File: src/common/pmbp_pkg.sv
// Constants, types and config layout for the program memory block guard.
// Assumes a single core clock domain and byte-wide program memory.
package pmbp_pkg;

	// ------------------------------------------------------------------
	// Address space
	// ------------------------------------------------------------------
	typedef logic [21:0] pmbp_addr_t;

	localparam pmbp_addr_t CFG_CP_LO = 22'h30_0008;
	localparam pmbp_addr_t CFG_CP_HI = 22'h30_0009;
	localparam pmbp_addr_t CFG_WP_LO = 22'h30_000A;
	localparam pmbp_addr_t CFG_WP_HI = 22'h30_000B;
	localparam pmbp_addr_t CFG_TR_LO = 22'h30_000C;
	localparam pmbp_addr_t CFG_TR_HI = 22'h30_000D;
	localparam pmbp_addr_t DEVID1_ADDR = 22'h3F_FFFE;
	localparam pmbp_addr_t DEVID2_ADDR = 22'h3F_FFFF;
	localparam pmbp_addr_t IDLOC_FIRST = 22'h20_0000;
	localparam pmbp_addr_t IDLOC_LAST = 22'h20_0007;

	localparam pmbp_addr_t LIMIT_8K = 22'h00_2000;
	localparam pmbp_addr_t LIMIT_16K = 22'h00_4000;
	localparam pmbp_addr_t LIMIT_32K = 22'h00_8000;
	localparam pmbp_addr_t LIMIT_64K = 22'h01_0000;
	localparam pmbp_addr_t BOOT_END_SMALL = 22'h00_01FF;
	localparam pmbp_addr_t BOOT_END_LARGE = 22'h00_07FF;

	// Block index bit in the address, per memory size
	localparam int BLK_SEL_8K = 12;
	localparam int BLK_SEL_32K = 13;
	localparam int BLK_SEL_64K = 14;

	// ------------------------------------------------------------------
	// Config byte fields
	// ------------------------------------------------------------------
	localparam int BIT_EEPROM = 7;
	localparam int BIT_BOOT = 6;
	localparam int BIT_CFG_WP = 5;
	localparam logic [7:0] MASK_LO_SMALL = 8'h03;
	localparam logic [7:0] MASK_LO_LARGE = 8'h0F;
	localparam logic [7:0] MASK_CP_HI = 8'hC0;
	localparam logic [7:0] MASK_WP_HI = 8'hE0;
	localparam logic [7:0] MASK_TR_HI = 8'h40;
	localparam logic [7:0] CFG_ERASED = 8'hFF;

	localparam logic [2:0] BLK_BOOT = 3'h4;
	localparam logic [2:0] BLK_NONE = 3'h7;

	// ------------------------------------------------------------------
	// Types
	// ------------------------------------------------------------------
	typedef enum logic [1:0] {
		SZ_8K = 2'b00,
		SZ_16K = 2'b01,
		SZ_32K = 2'b10,
		SZ_64K = 2'b11
	} pmbp_size_e;

	typedef enum logic [1:0] {
		OP_READ = 2'b00,
		OP_WRITE = 2'b01,
		OP_CHIP_ERASE = 2'b10,
		OP_BLK_ERASE = 2'b11
	} pmbp_op_e;

	typedef enum logic [1:0] {
		ST_IDLE = 2'b00,
		ST_MEM = 2'b01,
		ST_WAIT = 2'b10,
		ST_ANS = 2'b11
	} pmbp_state_e;

	typedef struct packed {
		pmbp_op_e op;
		pmbp_addr_t addr;
		pmbp_addr_t pc;
		logic [7:0] wdata;
		logic ext;
	} pmbp_req_s;

endpackage

File: src/verilog/pmbp_guard.sv
// Program memory block guard: filters table and programmer accesses.
// Assumes requesters hold their request until the answer pulse and the
// flash array returns read data the cycle after its request strobe.
//
// How it works
// - Memory splits into a boot block plus numbered blocks; boot 0.5K or 2K.
// - Each block has code-protect, write-protect and table-read-protect bits.
// - 8K: boot 000-1FF, block0 200-FFF, block1 1000-1FFF, rest reads zero.
// - 16K/32K: boot 000-7FF, blocks of 8K; 32K adds blocks 2 and 3.
// - 64K: boot 000-7FF, blocks of 16K; above FFFF reads zero.
// - Six config bytes at 300008..30000D: code, write, table-read, lo/hi.
// - Low bytes hold blocks 3..0; boot bit 6, eeprom bit 7, config bit 5.
// - Block 2 and 3 bits exist only on 32K and 64K sizes.
// - Running code cannot change the config write-protect bit.
// - Table access reaches all program memory, device ID and config bytes.
// - Code-protect blocks only programmer-port reads and writes.
// - Write-protect cleared refuses table writes into that block.
// - Table read from inside a read-protected block sees true data.
// - Table read from outside a read-protected block returns zeros.
// - Protection bits only go from one to zero when written.
// - Protection bits return to one only by reset or by chip or block erase.
// - Erases are accepted only from the programmer port.
// - Eeprom code bit blocks external access; write bit blocks all writes.
// - Bit value one means unprotected, zero means protected.
`timescale 1ns/10ps
module pmbp_guard
	import pmbp_pkg::*;
#(
	parameter logic [7:0] DEVID1_VAL = 8'h5A, // Arbitrary value
	parameter logic [7:0] DEVID2_VAL = 8'hA5 // Arbitrary value
)(
	input wire logic CLK_SYS_I,
	input wire logic RST_I,
	input wire logic [1:0] MEM_SIZE_I,
	input wire logic CPU_REQ_I,
	input wire logic CPU_WR_I,
	input wire logic [21:0] CPU_ADDR_I,
	input wire logic [21:0] CPU_PC_I,
	input wire logic [7:0] CPU_WDATA_I,
	output logic CPU_ACK_O,
	output logic [7:0] CPU_RDATA_O,
	input wire logic PRG_REQ_I,
	input wire logic [1:0] PRG_OP_I,
	input wire logic [21:0] PRG_ADDR_I,
	input wire logic [7:0] PRG_WDATA_I,
	output logic PRG_ACK_O,
	output logic [7:0] PRG_RDATA_O,
	output logic FL_REQ_O,
	output logic FL_WR_O,
	output logic [21:0] FL_ADDR_O,
	output logic [7:0] FL_WDATA_O,
	input wire logic [7:0] FL_RDATA_I,
	output logic FL_CHIP_ERASE_O,
	output logic FL_BLK_ERASE_O,
	output logic EE_EXT_BLOCK_O,
	output logic EE_WR_BLOCK_O
);

	// ------------------------------------------------------------------
	// Decoding helpers
	// ------------------------------------------------------------------
	// Block index of an address; BLK_NONE past the implemented end
	function automatic logic [2:0] block_of(input pmbp_addr_t a,
		input pmbp_size_e sz);
		logic [2:0] b;
		b = BLK_NONE;
		unique case (sz)
			SZ_8K:
			begin
				if (a <= BOOT_END_SMALL) b = BLK_BOOT;
				else if (a < LIMIT_8K) b = {2'b00, a[BLK_SEL_8K]};
			end
			SZ_16K:
			begin
				if (a <= BOOT_END_LARGE) b = BLK_BOOT;
				else if (a < LIMIT_16K) b = {2'b00, a[BLK_SEL_32K]};
			end
			SZ_32K:
			begin
				if (a <= BOOT_END_LARGE) b = BLK_BOOT;
				else if (a < LIMIT_32K)
					b = {1'b0, a[BLK_SEL_32K+1:BLK_SEL_32K]};
			end
			SZ_64K:
			begin
				if (a <= BOOT_END_LARGE) b = BLK_BOOT;
				else if (a < LIMIT_64K)
					b = {1'b0, a[BLK_SEL_64K+1:BLK_SEL_64K]};
			end
		endcase
		return b;
	endfunction

	// One protection bit of a lo/hi pair for a block index
	function automatic logic prot_of(input logic [7:0] lo,
		input logic [7:0] hi, input logic [2:0] b);
		logic p;
		p = 1'b1;
		if (b == BLK_BOOT) p = hi[BIT_BOOT];
		else if (b != BLK_NONE) p = lo[b[1:0]];
		return p;
	endfunction

	// ------------------------------------------------------------------
	// State
	// ------------------------------------------------------------------
	pmbp_state_e st_r, st_nxt;
	pmbp_req_s req_r, req_nxt;
	pmbp_size_e size_r;
	logic [7:0] cfg_r [6];
	logic [7:0] cfg_nxt [6];
	logic [7:0] rdata_r, rdata_nxt;
	logic cpu_ack_r, cpu_ack_nxt, prg_ack_r, prg_ack_nxt;
	logic fl_req_r, fl_req_nxt, fl_wr_r, fl_wr_nxt;
	logic chip_er_r, chip_er_nxt, blk_er_r, blk_er_nxt;
	logic [7:0] lo_mask;
	logic [7:0] cfg_mask [6];
	logic [7:0] cfg_view [6];
	pmbp_req_s in_req;
	logic [2:0] tgt_blk, own_blk;
	logic in_cfg, in_id, in_dev;
	logic [2:0] cfg_idx;
	logic p_cp, p_wp, p_tr, config_write_protect;

	// Blocks 2 and 3 only exist on the larger parts
	assign lo_mask = (size_r == SZ_32K || size_r == SZ_64K) ?
		MASK_LO_LARGE : MASK_LO_SMALL;
	assign cfg_mask[0] = lo_mask;
	assign cfg_mask[1] = MASK_CP_HI;
	assign cfg_mask[2] = lo_mask;
	assign cfg_mask[3] = MASK_WP_HI;
	assign cfg_mask[4] = lo_mask;
	assign cfg_mask[5] = MASK_TR_HI;

	genvar gi;
	generate
		for (gi = 0; gi < 6; gi++)
		begin : g_view
			// Unimplemented bits read as zero
			assign cfg_view[gi] = cfg_r[gi] & cfg_mask[gi];
		end
	endgenerate

	// ------------------------------------------------------------------
	// Request decode; programmer wins when both ask at once
	// ------------------------------------------------------------------
	always_comb
	begin
		in_req = req_r;
		if (st_r == ST_IDLE)
		begin
			if (PRG_REQ_I)
				in_req = '{op: pmbp_op_e'(PRG_OP_I), addr: PRG_ADDR_I,
					pc: PRG_ADDR_I, wdata: PRG_WDATA_I, ext: 1'b1};
			else
				in_req = '{op: CPU_WR_I ? OP_WRITE : OP_READ,
					addr: CPU_ADDR_I, pc: CPU_PC_I,
					wdata: CPU_WDATA_I, ext: 1'b0};
		end
	end

	assign tgt_blk = block_of(in_req.addr, size_r);
	assign own_blk = block_of(in_req.pc, size_r);
	assign in_cfg = in_req.addr >= CFG_CP_LO && in_req.addr <= CFG_TR_HI;
	assign cfg_idx = 3'(in_req.addr - CFG_CP_LO);
	assign in_id = in_req.addr >= IDLOC_FIRST && in_req.addr <= IDLOC_LAST;
	assign in_dev = in_req.addr == DEVID1_ADDR || in_req.addr == DEVID2_ADDR;
	assign p_cp = prot_of(cfg_r[0], cfg_r[1], tgt_blk);
	assign p_wp = prot_of(cfg_r[2], cfg_r[3], tgt_blk);
	assign p_tr = prot_of(cfg_r[4], cfg_r[5], tgt_blk);
	assign config_write_protect = cfg_r[3][BIT_CFG_WP];

	// ------------------------------------------------------------------
	// Access sequencer and config bytes
	// ------------------------------------------------------------------
	always_comb
	begin
		logic go, mem_ok, is_rd;
		logic [7:0] keep;
		go = 1'b0;
		mem_ok = 1'b0;
		is_rd = 1'b0;
		keep = 8'h00;
		st_nxt = st_r;
		req_nxt = req_r;
		cfg_nxt = cfg_r;
		rdata_nxt = rdata_r;
		cpu_ack_nxt = 1'b0;
		prg_ack_nxt = 1'b0;
		fl_req_nxt = 1'b0;
		fl_wr_nxt = fl_wr_r;
		chip_er_nxt = 1'b0;
		blk_er_nxt = 1'b0;
		unique case (st_r)
			ST_IDLE:
			begin
				go = PRG_REQ_I | CPU_REQ_I;
				is_rd = in_req.op == OP_READ;
				if (go)
				begin
					req_nxt = in_req;
					rdata_nxt = 8'h00; // Gaps read zero
					st_nxt = ST_ANS;
					cpu_ack_nxt = ~in_req.ext;
					prg_ack_nxt = in_req.ext;
					if (in_req.op == OP_CHIP_ERASE)
					begin
						// Only the programmer encodes erase ops
						for (int i = 0; i < 6; i++)
							cfg_nxt[i] = CFG_ERASED;
						chip_er_nxt = 1'b1;
					end
					else if (in_req.op == OP_BLK_ERASE)
					begin
						if (tgt_blk != BLK_NONE)
						begin
							for (int i = 0; i < 6; i++)
							begin
								if (tgt_blk == BLK_BOOT && i[0])
									cfg_nxt[i][BIT_BOOT] = 1'b1;
								else if (tgt_blk != BLK_BOOT && !i[0])
									cfg_nxt[i][tgt_blk[1:0]] = 1'b1;
							end
							blk_er_nxt = 1'b1;
						end
					end
					else if (in_cfg)
					begin
						if (is_rd)
							rdata_nxt = cfg_view[cfg_idx];
						else if (in_req.ext || config_write_protect)
						begin
							// Running code may never touch the lock bit
							keep[BIT_CFG_WP] = !in_req.ext &&
								cfg_idx == 3'd3;
							cfg_nxt[cfg_idx] = cfg_r[cfg_idx] &
								(in_req.wdata | keep);
						end
					end
					else if (in_dev)
					begin
						if (is_rd)
							rdata_nxt = in_req.addr[0] ?
								DEVID2_VAL : DEVID1_VAL;
					end
					else if (in_id)
						mem_ok = 1'b1;
					else if (tgt_blk != BLK_NONE)
					begin
						if (in_req.ext)
							mem_ok = p_cp;
						else if (is_rd)
							mem_ok = p_tr || own_blk == tgt_blk;
						else
							mem_ok = p_wp;
					end
					if (mem_ok)
					begin
						// Refused accesses still answer, with zero data
						st_nxt = ST_MEM;
						// Old data stands until the flash answers
						rdata_nxt = rdata_r;
						cpu_ack_nxt = 1'b0;
						prg_ack_nxt = 1'b0;
						fl_req_nxt = 1'b1;
						fl_wr_nxt = ~is_rd;
					end
				end
			end
			ST_MEM:
				st_nxt = ST_WAIT;
			ST_WAIT:
			begin
				if (!fl_wr_r)
					rdata_nxt = FL_RDATA_I;
				st_nxt = ST_ANS;
				cpu_ack_nxt = ~req_r.ext;
				prg_ack_nxt = req_r.ext;
			end
			ST_ANS:
				st_nxt = ST_IDLE;
		endcase
	end

	always_ff @(posedge CLK_SYS_I or posedge RST_I)
	begin
		if (RST_I)
		begin
			st_r <= ST_IDLE;
			req_r <= '0;
			for (int i = 0; i < 6; i++)
				cfg_r[i] <= CFG_ERASED; // Erased means open
			rdata_r <= 8'h00;
			cpu_ack_r <= 1'b0;
			prg_ack_r <= 1'b0;
			fl_req_r <= 1'b0;
			fl_wr_r <= 1'b0;
			chip_er_r <= 1'b0;
			blk_er_r <= 1'b0;
			size_r <= SZ_64K;
		end
		else
		begin
			st_r <= st_nxt;
			req_r <= req_nxt;
			cfg_r <= cfg_nxt;
			rdata_r <= rdata_nxt;
			cpu_ack_r <= cpu_ack_nxt;
			prg_ack_r <= prg_ack_nxt;
			fl_req_r <= fl_req_nxt;
			fl_wr_r <= fl_wr_nxt;
			chip_er_r <= chip_er_nxt;
			blk_er_r <= blk_er_nxt;
			size_r <= pmbp_size_e'(MEM_SIZE_I);
		end
	end

	// ------------------------------------------------------------------
	// Eeprom gates, registered
	// ------------------------------------------------------------------
	logic ee_ext_r, ee_wr_r;

	always_ff @(posedge CLK_SYS_I or posedge RST_I)
	begin
		if (RST_I)
		begin
			ee_ext_r <= 1'b0;
			ee_wr_r <= 1'b0;
		end
		else
		begin
			ee_ext_r <= ~cfg_r[1][BIT_EEPROM];
			ee_wr_r <= ~cfg_r[3][BIT_EEPROM];
		end
	end

	assign CPU_ACK_O = cpu_ack_r;
	assign PRG_ACK_O = prg_ack_r;
	assign CPU_RDATA_O = rdata_r;
	assign PRG_RDATA_O = rdata_r;
	assign FL_REQ_O = fl_req_r;
	assign FL_WR_O = fl_wr_r;
	assign FL_ADDR_O = req_r.addr;
	assign FL_WDATA_O = req_r.wdata;
	assign FL_CHIP_ERASE_O = chip_er_r;
	assign FL_BLK_ERASE_O = blk_er_r;
	assign EE_EXT_BLOCK_O = ee_ext_r;
	assign EE_WR_BLOCK_O = ee_wr_r;

endmodule
File: config.mk
export PLATFORM = sky130hd
export DESIGN_NAME = pmbp_guard
export DESIGN_NICKNAME = d
export VERILOG_FILES = /design/src/common/pmbp_pkg.sv /design/src/verilog/pmbp_guard.sv
export SDC_FILE = /design/constraint.sdc
export NUM_CORES = 1
export LEC_CHECK = 0
export ABC_AREA = 1
export BUFFER_PORTS_ARGS = -buffer_cell sky130_fd_sc_hd__buf_2
export CORE_MARGIN = 2
export CORE_UTILIZATION = 50
export DETAILED_ROUTE_END_ITERATION = 6
export GPL_TIMING_DRIVEN = 0
export MAX_ROUTING_LAYER = met4
export PLACE_DENSITY = 0.84
export SLEW_MARGIN = 15
export SYNTH_ARGS = -nofsm -noshare
export SYNTH_HDL_FRONTEND = slang
export SYNTH_SLANG_ARGS = --single-unit
File: constraint.sdc
create_clock -name CLK_SYS_I -period 9.21 [get_ports CLK_SYS_I]
set_clock_uncertainty 0.1 [all_clocks]
set_input_delay 0.921 -clock CLK_SYS_I [delete_from_list [all_inputs] [get_ports CLK_SYS_I]]
set_output_delay 0.921 -clock CLK_SYS_I [all_outputs]
set_load 0.05 [all_outputs]
==> results.py, run 1 <==
metrics = {
    "floorplanning": {
        "placementRows": 44,
        "die_h_um": 125,
        "core_mm2": 0.0144,
        "dieWidth_um": 125,
        "start_util_pct": 50.6,
        "io_pins": 153,
        "design.die.area_mm2": 0.0155,
    },
    "grt": {
        "overflow": 0,
        "grt_pass1_vias": 7149,
        "grt.met2_usage_pct": 46.0,
        "antenna_found_initial": 0,
        "top_usage_layer": "met2",
        "met1_usage_pct": 41.0,
        "grt_first_pass_wirelength_um": 36700,
        "track_usage_pct": 30.3,
        "grt_max_degree": 57,
        "met3_usage_pct": 5.54,
    },
    "logic_synthesis": {
        "netlist_area_mm2": 0.00727,
        "yosysSeqAreaShare_pct": 37.9,
        "yosys.area.top_type": "dfrtp_1",
        "syn_avg_cell_area_um2": 7.15,
        "synth_commonest_cells": "nand2_1 (279), o21ai_0 (126), inv_1 (104)",
        "synth.distinct_cells": 59,
        "yosysTopAreaCellShare_pct": 22.0,
        "synth-main-ff-cell": "dfrtp_1",
        "synth.most_common_cell": "nand2_1",
        "yosysWarnings": 0,
        "synth_fp_nets": 1119,
        "synth_area_leaders": "dfrtp_1 (22%), dfstp_2 (16%), nand2_1 (14%), o21ai_0 (8.7%), nand3_1 (5.6%)",
        "syn_inst": 1017,
        "synth-seq-cells": 108,
        "async_reset_ff_share_pct": 100,
        "synth_edf_count": 0,
    },
    "clock_tree": {
        "cts_tree": "done",
        "cts_root_buf": "clkbuf_16",
        "cts_hold_buf": 0,
        "clk_latency_ps": 370,
        "post_cts_buffers": 0,
        "clkTransAtPathRegs_ps": 80,
        "cts_max_level": 3,
        "cts_buffer_depth": 2,
        "cts_sinks": 108,
        "cts-resized-gates": 0,
        "cts_made_buffers": 9,
    },
    "sta": {
        "worst_pin_slew_ps": 779,
        "report.final.slew_viol_count": 0,
        "rsz0062_at_grt": "false",
        "tns_ps": 0,
        "finalSetupViolations": 0,
        "whs_ps": 359,
        "timing.final.ws_setup_ps": 5370,
        "hold_violations": 0,
        "fmaxAchievable_mhz": 260,
        "period_needed_ps": 3840,
        "relSlewSlack_pct": 47.5,
        "timing.final.crit_share_pct": 41.7,
    },
    "placement": {
        "finalWeightedCongestion": 0.990,
        "dp_hpwl_um": 17700,
        "place_area_mm2": 0.00825,
        "preCtsSetupSlack_ps": 5140,
        "port_buffers": 143,
        "placedCellCount": 1345,
    },
    "routing": {
        "ant_nets": 0,
        "wl_per_cell_um": 16.8,
        "drcViolationCount": 0,
        "vias": 7578,
        "drtIter0Drc": 972,
        "drt_wl_total_um": 22900,
        "drtPass1Iterations": 6,
        "viasPerCell": 5.57,
    },
    "status": {
        "status": "completed",
    },
    "finish": {
        "drive_gt1_share_pct": 26.2,
        "multiInputGateArea_mm2": 0.00357,
        "fin_util_pct": 59.5,
        "antenna_cells": 0,
        "fill_cells": 1309,
        "nNetsFinal": 1274,
        "layoutNonFillerInstCount": 1361,
        "design_area_mm2": 0.00855,
        "regArea_mm2": 0.00276,
        "syn_to_final_growth_pct": 17.6,
    },
    "critical_path": {
        "rr_endpoint": "cfg_r[6]$_DFFE_PP1P_",
        "cp_max_fo": 10,
        "reg2reg_from": "st_r[0]$_DFFE_PP0N_",
        "crit_type": "flop to flop",
        "rrSetupSlack_ps": 5370,
        "cp-start-kind": "flop",
        "worst_ep_arrival_time_ps": 4040,
        "cp.required_ps": 9410,
        "end_kind": "flop",
        "r2r.worst_path.cells": 15,
    },
    "hold_path": {
        "min_from": "cfg_r[39]$_DFFE_PP1P_",
        "hold_class": "flop to flop",
        "min_path_cells": 1,
        "holdPathEnd": "EE_EXT_BLOCK_O$_DFF_PP0_",
    },
    "pwr": {
        "p_total_mw": 3.18,
        "pwr_density_cell_mw_per_mm2": 372,
        "irDropWorstVdd_mv": 0.159,
        "p_leak_nw": 4.38,
    },
    "job": {
        "cap_violations": 0,
    },
}
-- cells in the final DEF, fill, tap and decap left out, types with 3 or more instances in the layout --
master and instances:
o22ai_1 7, a22o_1 4, nand2_1 279, nor3_1 7, dfrtp_1 64, dfstp_2 44, o21ai_1 3, nand3_2 7
nand2_2 7, a21oi_1 31, nor2_2 4, a32o_1 3, mux2_2 3, buf_2 148, inv_2 9, ha_1 3
clkbuf_8 3, nand4_1 10, inv_6 5, nand3_1 81, nor2_1 83, o211ai_1 3, nand3b_1 3, clkbuf_1 20
mux2_1 3, inv_1 103, o21ai_0 126, buf_4 40, buf_6 10, clkbuf_16 9, a22oi_1 12
-- registers in the layout (all words and copies together), names as in the netlist --
name and flops:
size_r 2, EE_WR_BLOCK_O 1, FL_CHIP_ERASE_O 1, FL_WR_O 1, FL_REQ_O 1, FL_WDATA_O 8, PRG_ACK_O 1, EE_EXT_BLOCK_O 1
CPU_RDATA_O 8, FL_BLK_ERASE_O 1, cfg_r 42, CPU_ACK_O 1, FL_ADDR_O 22, st_r 2, req_r 16
-- worst max path at each step --
stage,start,endpoint
final,st_r[0]$_DFFE_PP0N_,cfg_r[6]$_DFFE_PP1P_
after global routing,st_r[0]$_DFFE_PP0N_,cfg_r[6]$_DFFE_PP1P_
after CTS,st_r[0]$_DFFE_PP0N_,cfg_r[8]$_DFFE_PP1P_
after global placement,RST_I,CPU_RDATA_O[2]$_DFFE_PP0P_
after detailed placement,PRG_REQ_I,cfg_r[6]$_DFFE_PP1P_
after floorplan,RST_I,CPU_ACK_O$_DFF_PP0_
-- metal layers --
| metal | up-vias | part of all wire (%) | wire, µm |
|---|---|---|---|
| met5 | - | 0 | 0 |
| met4 | 0 | 2.7 | 618 |
| met3 | 51 | 8.7 | 1980 |
| met2 | 372 | 46 | 10600 |
| met1 | 3540 | 42 | 9650 |
| li1 | 3615 | - | - |
-- report_power, final --
group	internal, mW	switching, mW
Clock	0.210	0.195
Sequential	0.688	0.117
Combinational	0.583	1.39
-- kinds of logic (layout without fill, tap and decap cells) --
family / Yosys count / in the layout / synth area share, %
compound gates: 215 / 215 / 17.6
fa+ha+maj: 3 / 3 / 0.516
buf+inv: 190 / 350 / 13.0
flops: 108 / 108 / 37.9
mux: 6 / 6 / 0.929
simple gates: 495 / 495 / 30.0
-- critical path, cell delays in order, from the launching register on --
cell and delay, ps:
dfrtp_1 360, inv_1 120, ha_1 180, buf_6 130, nand2_1 100, inv_2 140
clkbuf_1 410, nand2_1 100, o211ai_1 230, buf_2 310, nor2_1 90, nand2_1 270
o21ai_0 110, o21ai_0 640, o21ai_0 180, mux2_2 300
-- cell type report --
type                       instances  share of cell area (%)
clock buffer                      12                    3.12
timing repair buffer             144                    8.69
multi-input combinational        719                    41.8
clock inverter                     4                   0.410
buffer                            76                    6.04
tap                              184                    2.69
sequential                       108                    32.2
inverter                         114                    5.06
Note: power is estimated with default switching activity, not from simulation.
==> run 2: changes to the inputs <==
--- a/config.mk
+++ b/config.mk
@@ -12,7 +12,7 @@
 export DETAILED_ROUTE_END_ITERATION = 6
 export GPL_TIMING_DRIVEN = 0
 export MAX_ROUTING_LAYER = met4
-export PLACE_DENSITY = 0.84
+export PLACE_DENSITY = 0.87
 export SLEW_MARGIN = 15
 export SYNTH_ARGS = -nofsm -noshare
 export SYNTH_HDL_FRONTEND = slang
==> constraint.sdc (replaced) <==
create_clock -name CLK_SYS_I -period 3.3 [get_ports CLK_SYS_I]
set_clock_uncertainty 0.1 [all_clocks]
set_input_delay 0.33 -clock CLK_SYS_I [delete_from_list [all_inputs] [get_ports CLK_SYS_I]]
set_output_delay 0.33 -clock CLK_SYS_I [all_outputs]
set_load 0.05 [all_outputs]
==> results.py, run 2 (same netlist as run 1, synthesis figures left out) <==
metrics = {
    "clock_tree": {
        "clkTransAtPathRegs_ps": 80,
        "cts_sinks": 108,
        "cts_tree": "done",
        "cts_root_buf": "clkbuf_16",
        "cts_made_buffers": 9,
        "cts_buffer_depth": 2,
        "clk_latency_ps": 380,
        "cts_max_level": 3,
    },
    "sta": {
        "period_needed_ps": 3470,
        "rsz0062_at_grt": "true",
        "finalSetupViolations": 42,
        "report.final.slew_viol_count": 0,
        "relSlewSlack_pct": 55.7,
        "worst_pin_slew_ps": 664,
        "hold_violations": 0,
        "timing.final.ws_setup_ps": -173,
        "timing.final.crit_share_pct": 105,
        "fmaxAchievable_mhz": 288,
        "tns_ps": -3540,
    },
    "grt": {
        "overflow": 0,
        "track_usage_pct": 33.2,
        "grt_first_pass_wirelength_um": 40100,
        "grt_pass1_vias": 7709,
        "antenna_found_initial": 0,
        "grt_max_degree": 77,
    },
    "finish": {
        "nNetsFinal": 1330,
        "antenna_cells": 0,
        "top_register": "cfg_r",
        "largest_reg_flops": 42,
        "syn_to_final_growth_pct": 33.6,
        "layoutNonFillerInstCount": 1417,
        "mostFrequentLayoutCells": "nand2_1 (240), buf_2 (146), inv_1 (95), o21ai_0 (93), buf_4 (85)",
        "fin_util_pct": 67.7,
        "layout_commonest_cell": "nand2_1",
        "design_area_mm2": 0.00972,
        "drive_gt1_share_pct": 39.3,
    },
    "critical_path": {
        "end_kind": "flop",
        "cp-start-kind": "flop",
        "r2r.worst_path.cells": 24,
        "worst_ep_arrival_time_ps": 3690,
        "reg2reg_from": "st_r[1]$_DFFE_PP0N_",
        "rrSetupSlack_ps": -170,
        "startpoint": "st_r[1]$_DFFE_PP0N_",
        "crit_type": "flop to flop",
        "endpoint": "CPU_RDATA_O[5]$_DFFE_PP0P_",
        "rr_endpoint": "CPU_RDATA_O[5]$_DFFE_PP0P_",
        "cp.required_ps": 3520,
        "cp_max_fo": 8,
    },
    "pwr": {
        "pwr_density_cell_mw_per_mm2": 1060,
        "irDropWorstVdd_mv": 0.452,
        "p_leak_nw": 4.80,
    },
    "floorplanning": {
        "die_h_um": 125,
        "placementRows": 44,
        "core_mm2": 0.0144,
        "start_util_pct": 50.6,
        "design.die.area_mm2": 0.0155,
        "io_pins": 153,
        "dieWidth_um": 125,
    },
    "placement": {
        "dp_hpwl_um": 17900,
        "placedCellCount": 1345,
        "port_buffers": 143,
        "place_area_mm2": 0.00825,
        "finalWeightedCongestion": 1.02,
        "preCtsSetupSlack_ps": -556,
    },
    "routing": {
        "ant_nets": 0,
        "viasPerCell": 5.87,
        "drtIter0Drc": 1067,
        "vias": 8312,
        "drcViolationCount": 0,
        "drt_wl_total_um": 26500,
        "wl_per_cell_um": 18.7,
        "drtPass1Iterations": 6,
    },
    "status": {
        "violations": "negative setup slack",
        "status": "complete, but fails checks",
    },
    "hold_path": {
        "hold_class": "primary input to flop",
    },
    "job": {
        "cap_violations": 0,
    },
}
-- run 2: cell types whose count changed in the layout (fill, tap and decap cells not counted), sizes merged --
cell         before  now
nand3            89   90
buf             200  252
clkinv            1    2
dlygate4sd3       0    3
clkbuf           32   31
-- run 2: worst min path at each step --
stage / start / end / slack (ps) / cells after the start
final: PRG_WDATA_I[4] / FL_WDATA_O[4]$_DFFE_PP0P_ / 120 / 3
after global routing: CPU_WDATA_I[4] / FL_WDATA_O[4]$_DFFE_PP0P_ / 130 / 3
after CTS: CPU_WDATA_I[4] / FL_WDATA_O[4]$_DFFE_PP0P_ / 130 / 3
after detailed placement: RST_I / FL_CHIP_ERASE_O$_DFF_PP0_ / 240 / 2
after global placement: cfg_r[39]$_DFFE_PP1P_ / EE_EXT_BLOCK_O$_DFF_PP0_ / 340 / 1
after floorplan: MEM_SIZE_I[0] / size_r[0]$_DFF_PP1_ / 230 / 0
-- run 2: cell type report --
type                            count  area [µm²]
Fill cell                        1118        4650
Multi-Input combinational cell    720        4240
Sequential cell                   108        2760
Timing Repair Buffer              200        1210
Buffer                             75         554
Inverter                          114         447
Clock buffer                       11         243
Tap cell                          184         230
Clock inverter                      5        43.8
-- run 2: metal layers --
metal / GRT usage [%] / share of wire, % / up-vias
met5: - / 0 / -
met4: 12.7 / 4.1 / 0
met3: 6.53 / 9.9 / 105
met2: 51.1 / 47 / 580
met1: 43.4 / 39 / 3898
li1: - / - / 3729
-- run 2: worst max-delay path: stages, from the launching register on --
cell      delay (ps)
dfrtp_1          390
inv_2             70
ha_4             210
inv_6            100
buf_8            140
nor2_8            50
buf_8            140
buf_4            140
a221oi_4         300
nand2_2          120
nor4_4           180
buf_4            160
buf_4            100
buf_4             90
buf_4             90
buf_4            100
buf_4             90
buf_4             90
buf_4            100
nand3_2           70
nand2_4          140
nand3_4          140
nand2_8          150
nand2_1           60
nand2_1           70
-- run 2: stage by stage --
step	total power, mW	hold WS (ps)
floorplan	6.25	234
global placement	7.58	336
detailed placement	7.66	237
CTS	9.45	130
global route	10.8	133
finish	10.3	123
-- run 2: repair_timing --
| item | CTS | global route |
|---|---|---|
| hold endpoints to repair | 34 | 0 |
| pin swaps | 27 | 42 |
| gates cloned | 4 | 0 |
| resized for setup | 109 | 125 |
| hold buffers | 3 | 0 |
| buffers inserted | 32 | 19 |
| endpoints found under the setup margin | 56 | 55 |
-- run 2: report_power, final --
part           internal, mW  total [mW]  switching (mW)
clock                 0.547        1.11           0.567
sequential             1.92        2.28           0.363
combinational          2.27        6.92            4.64
total                  4.74        10.3            5.57
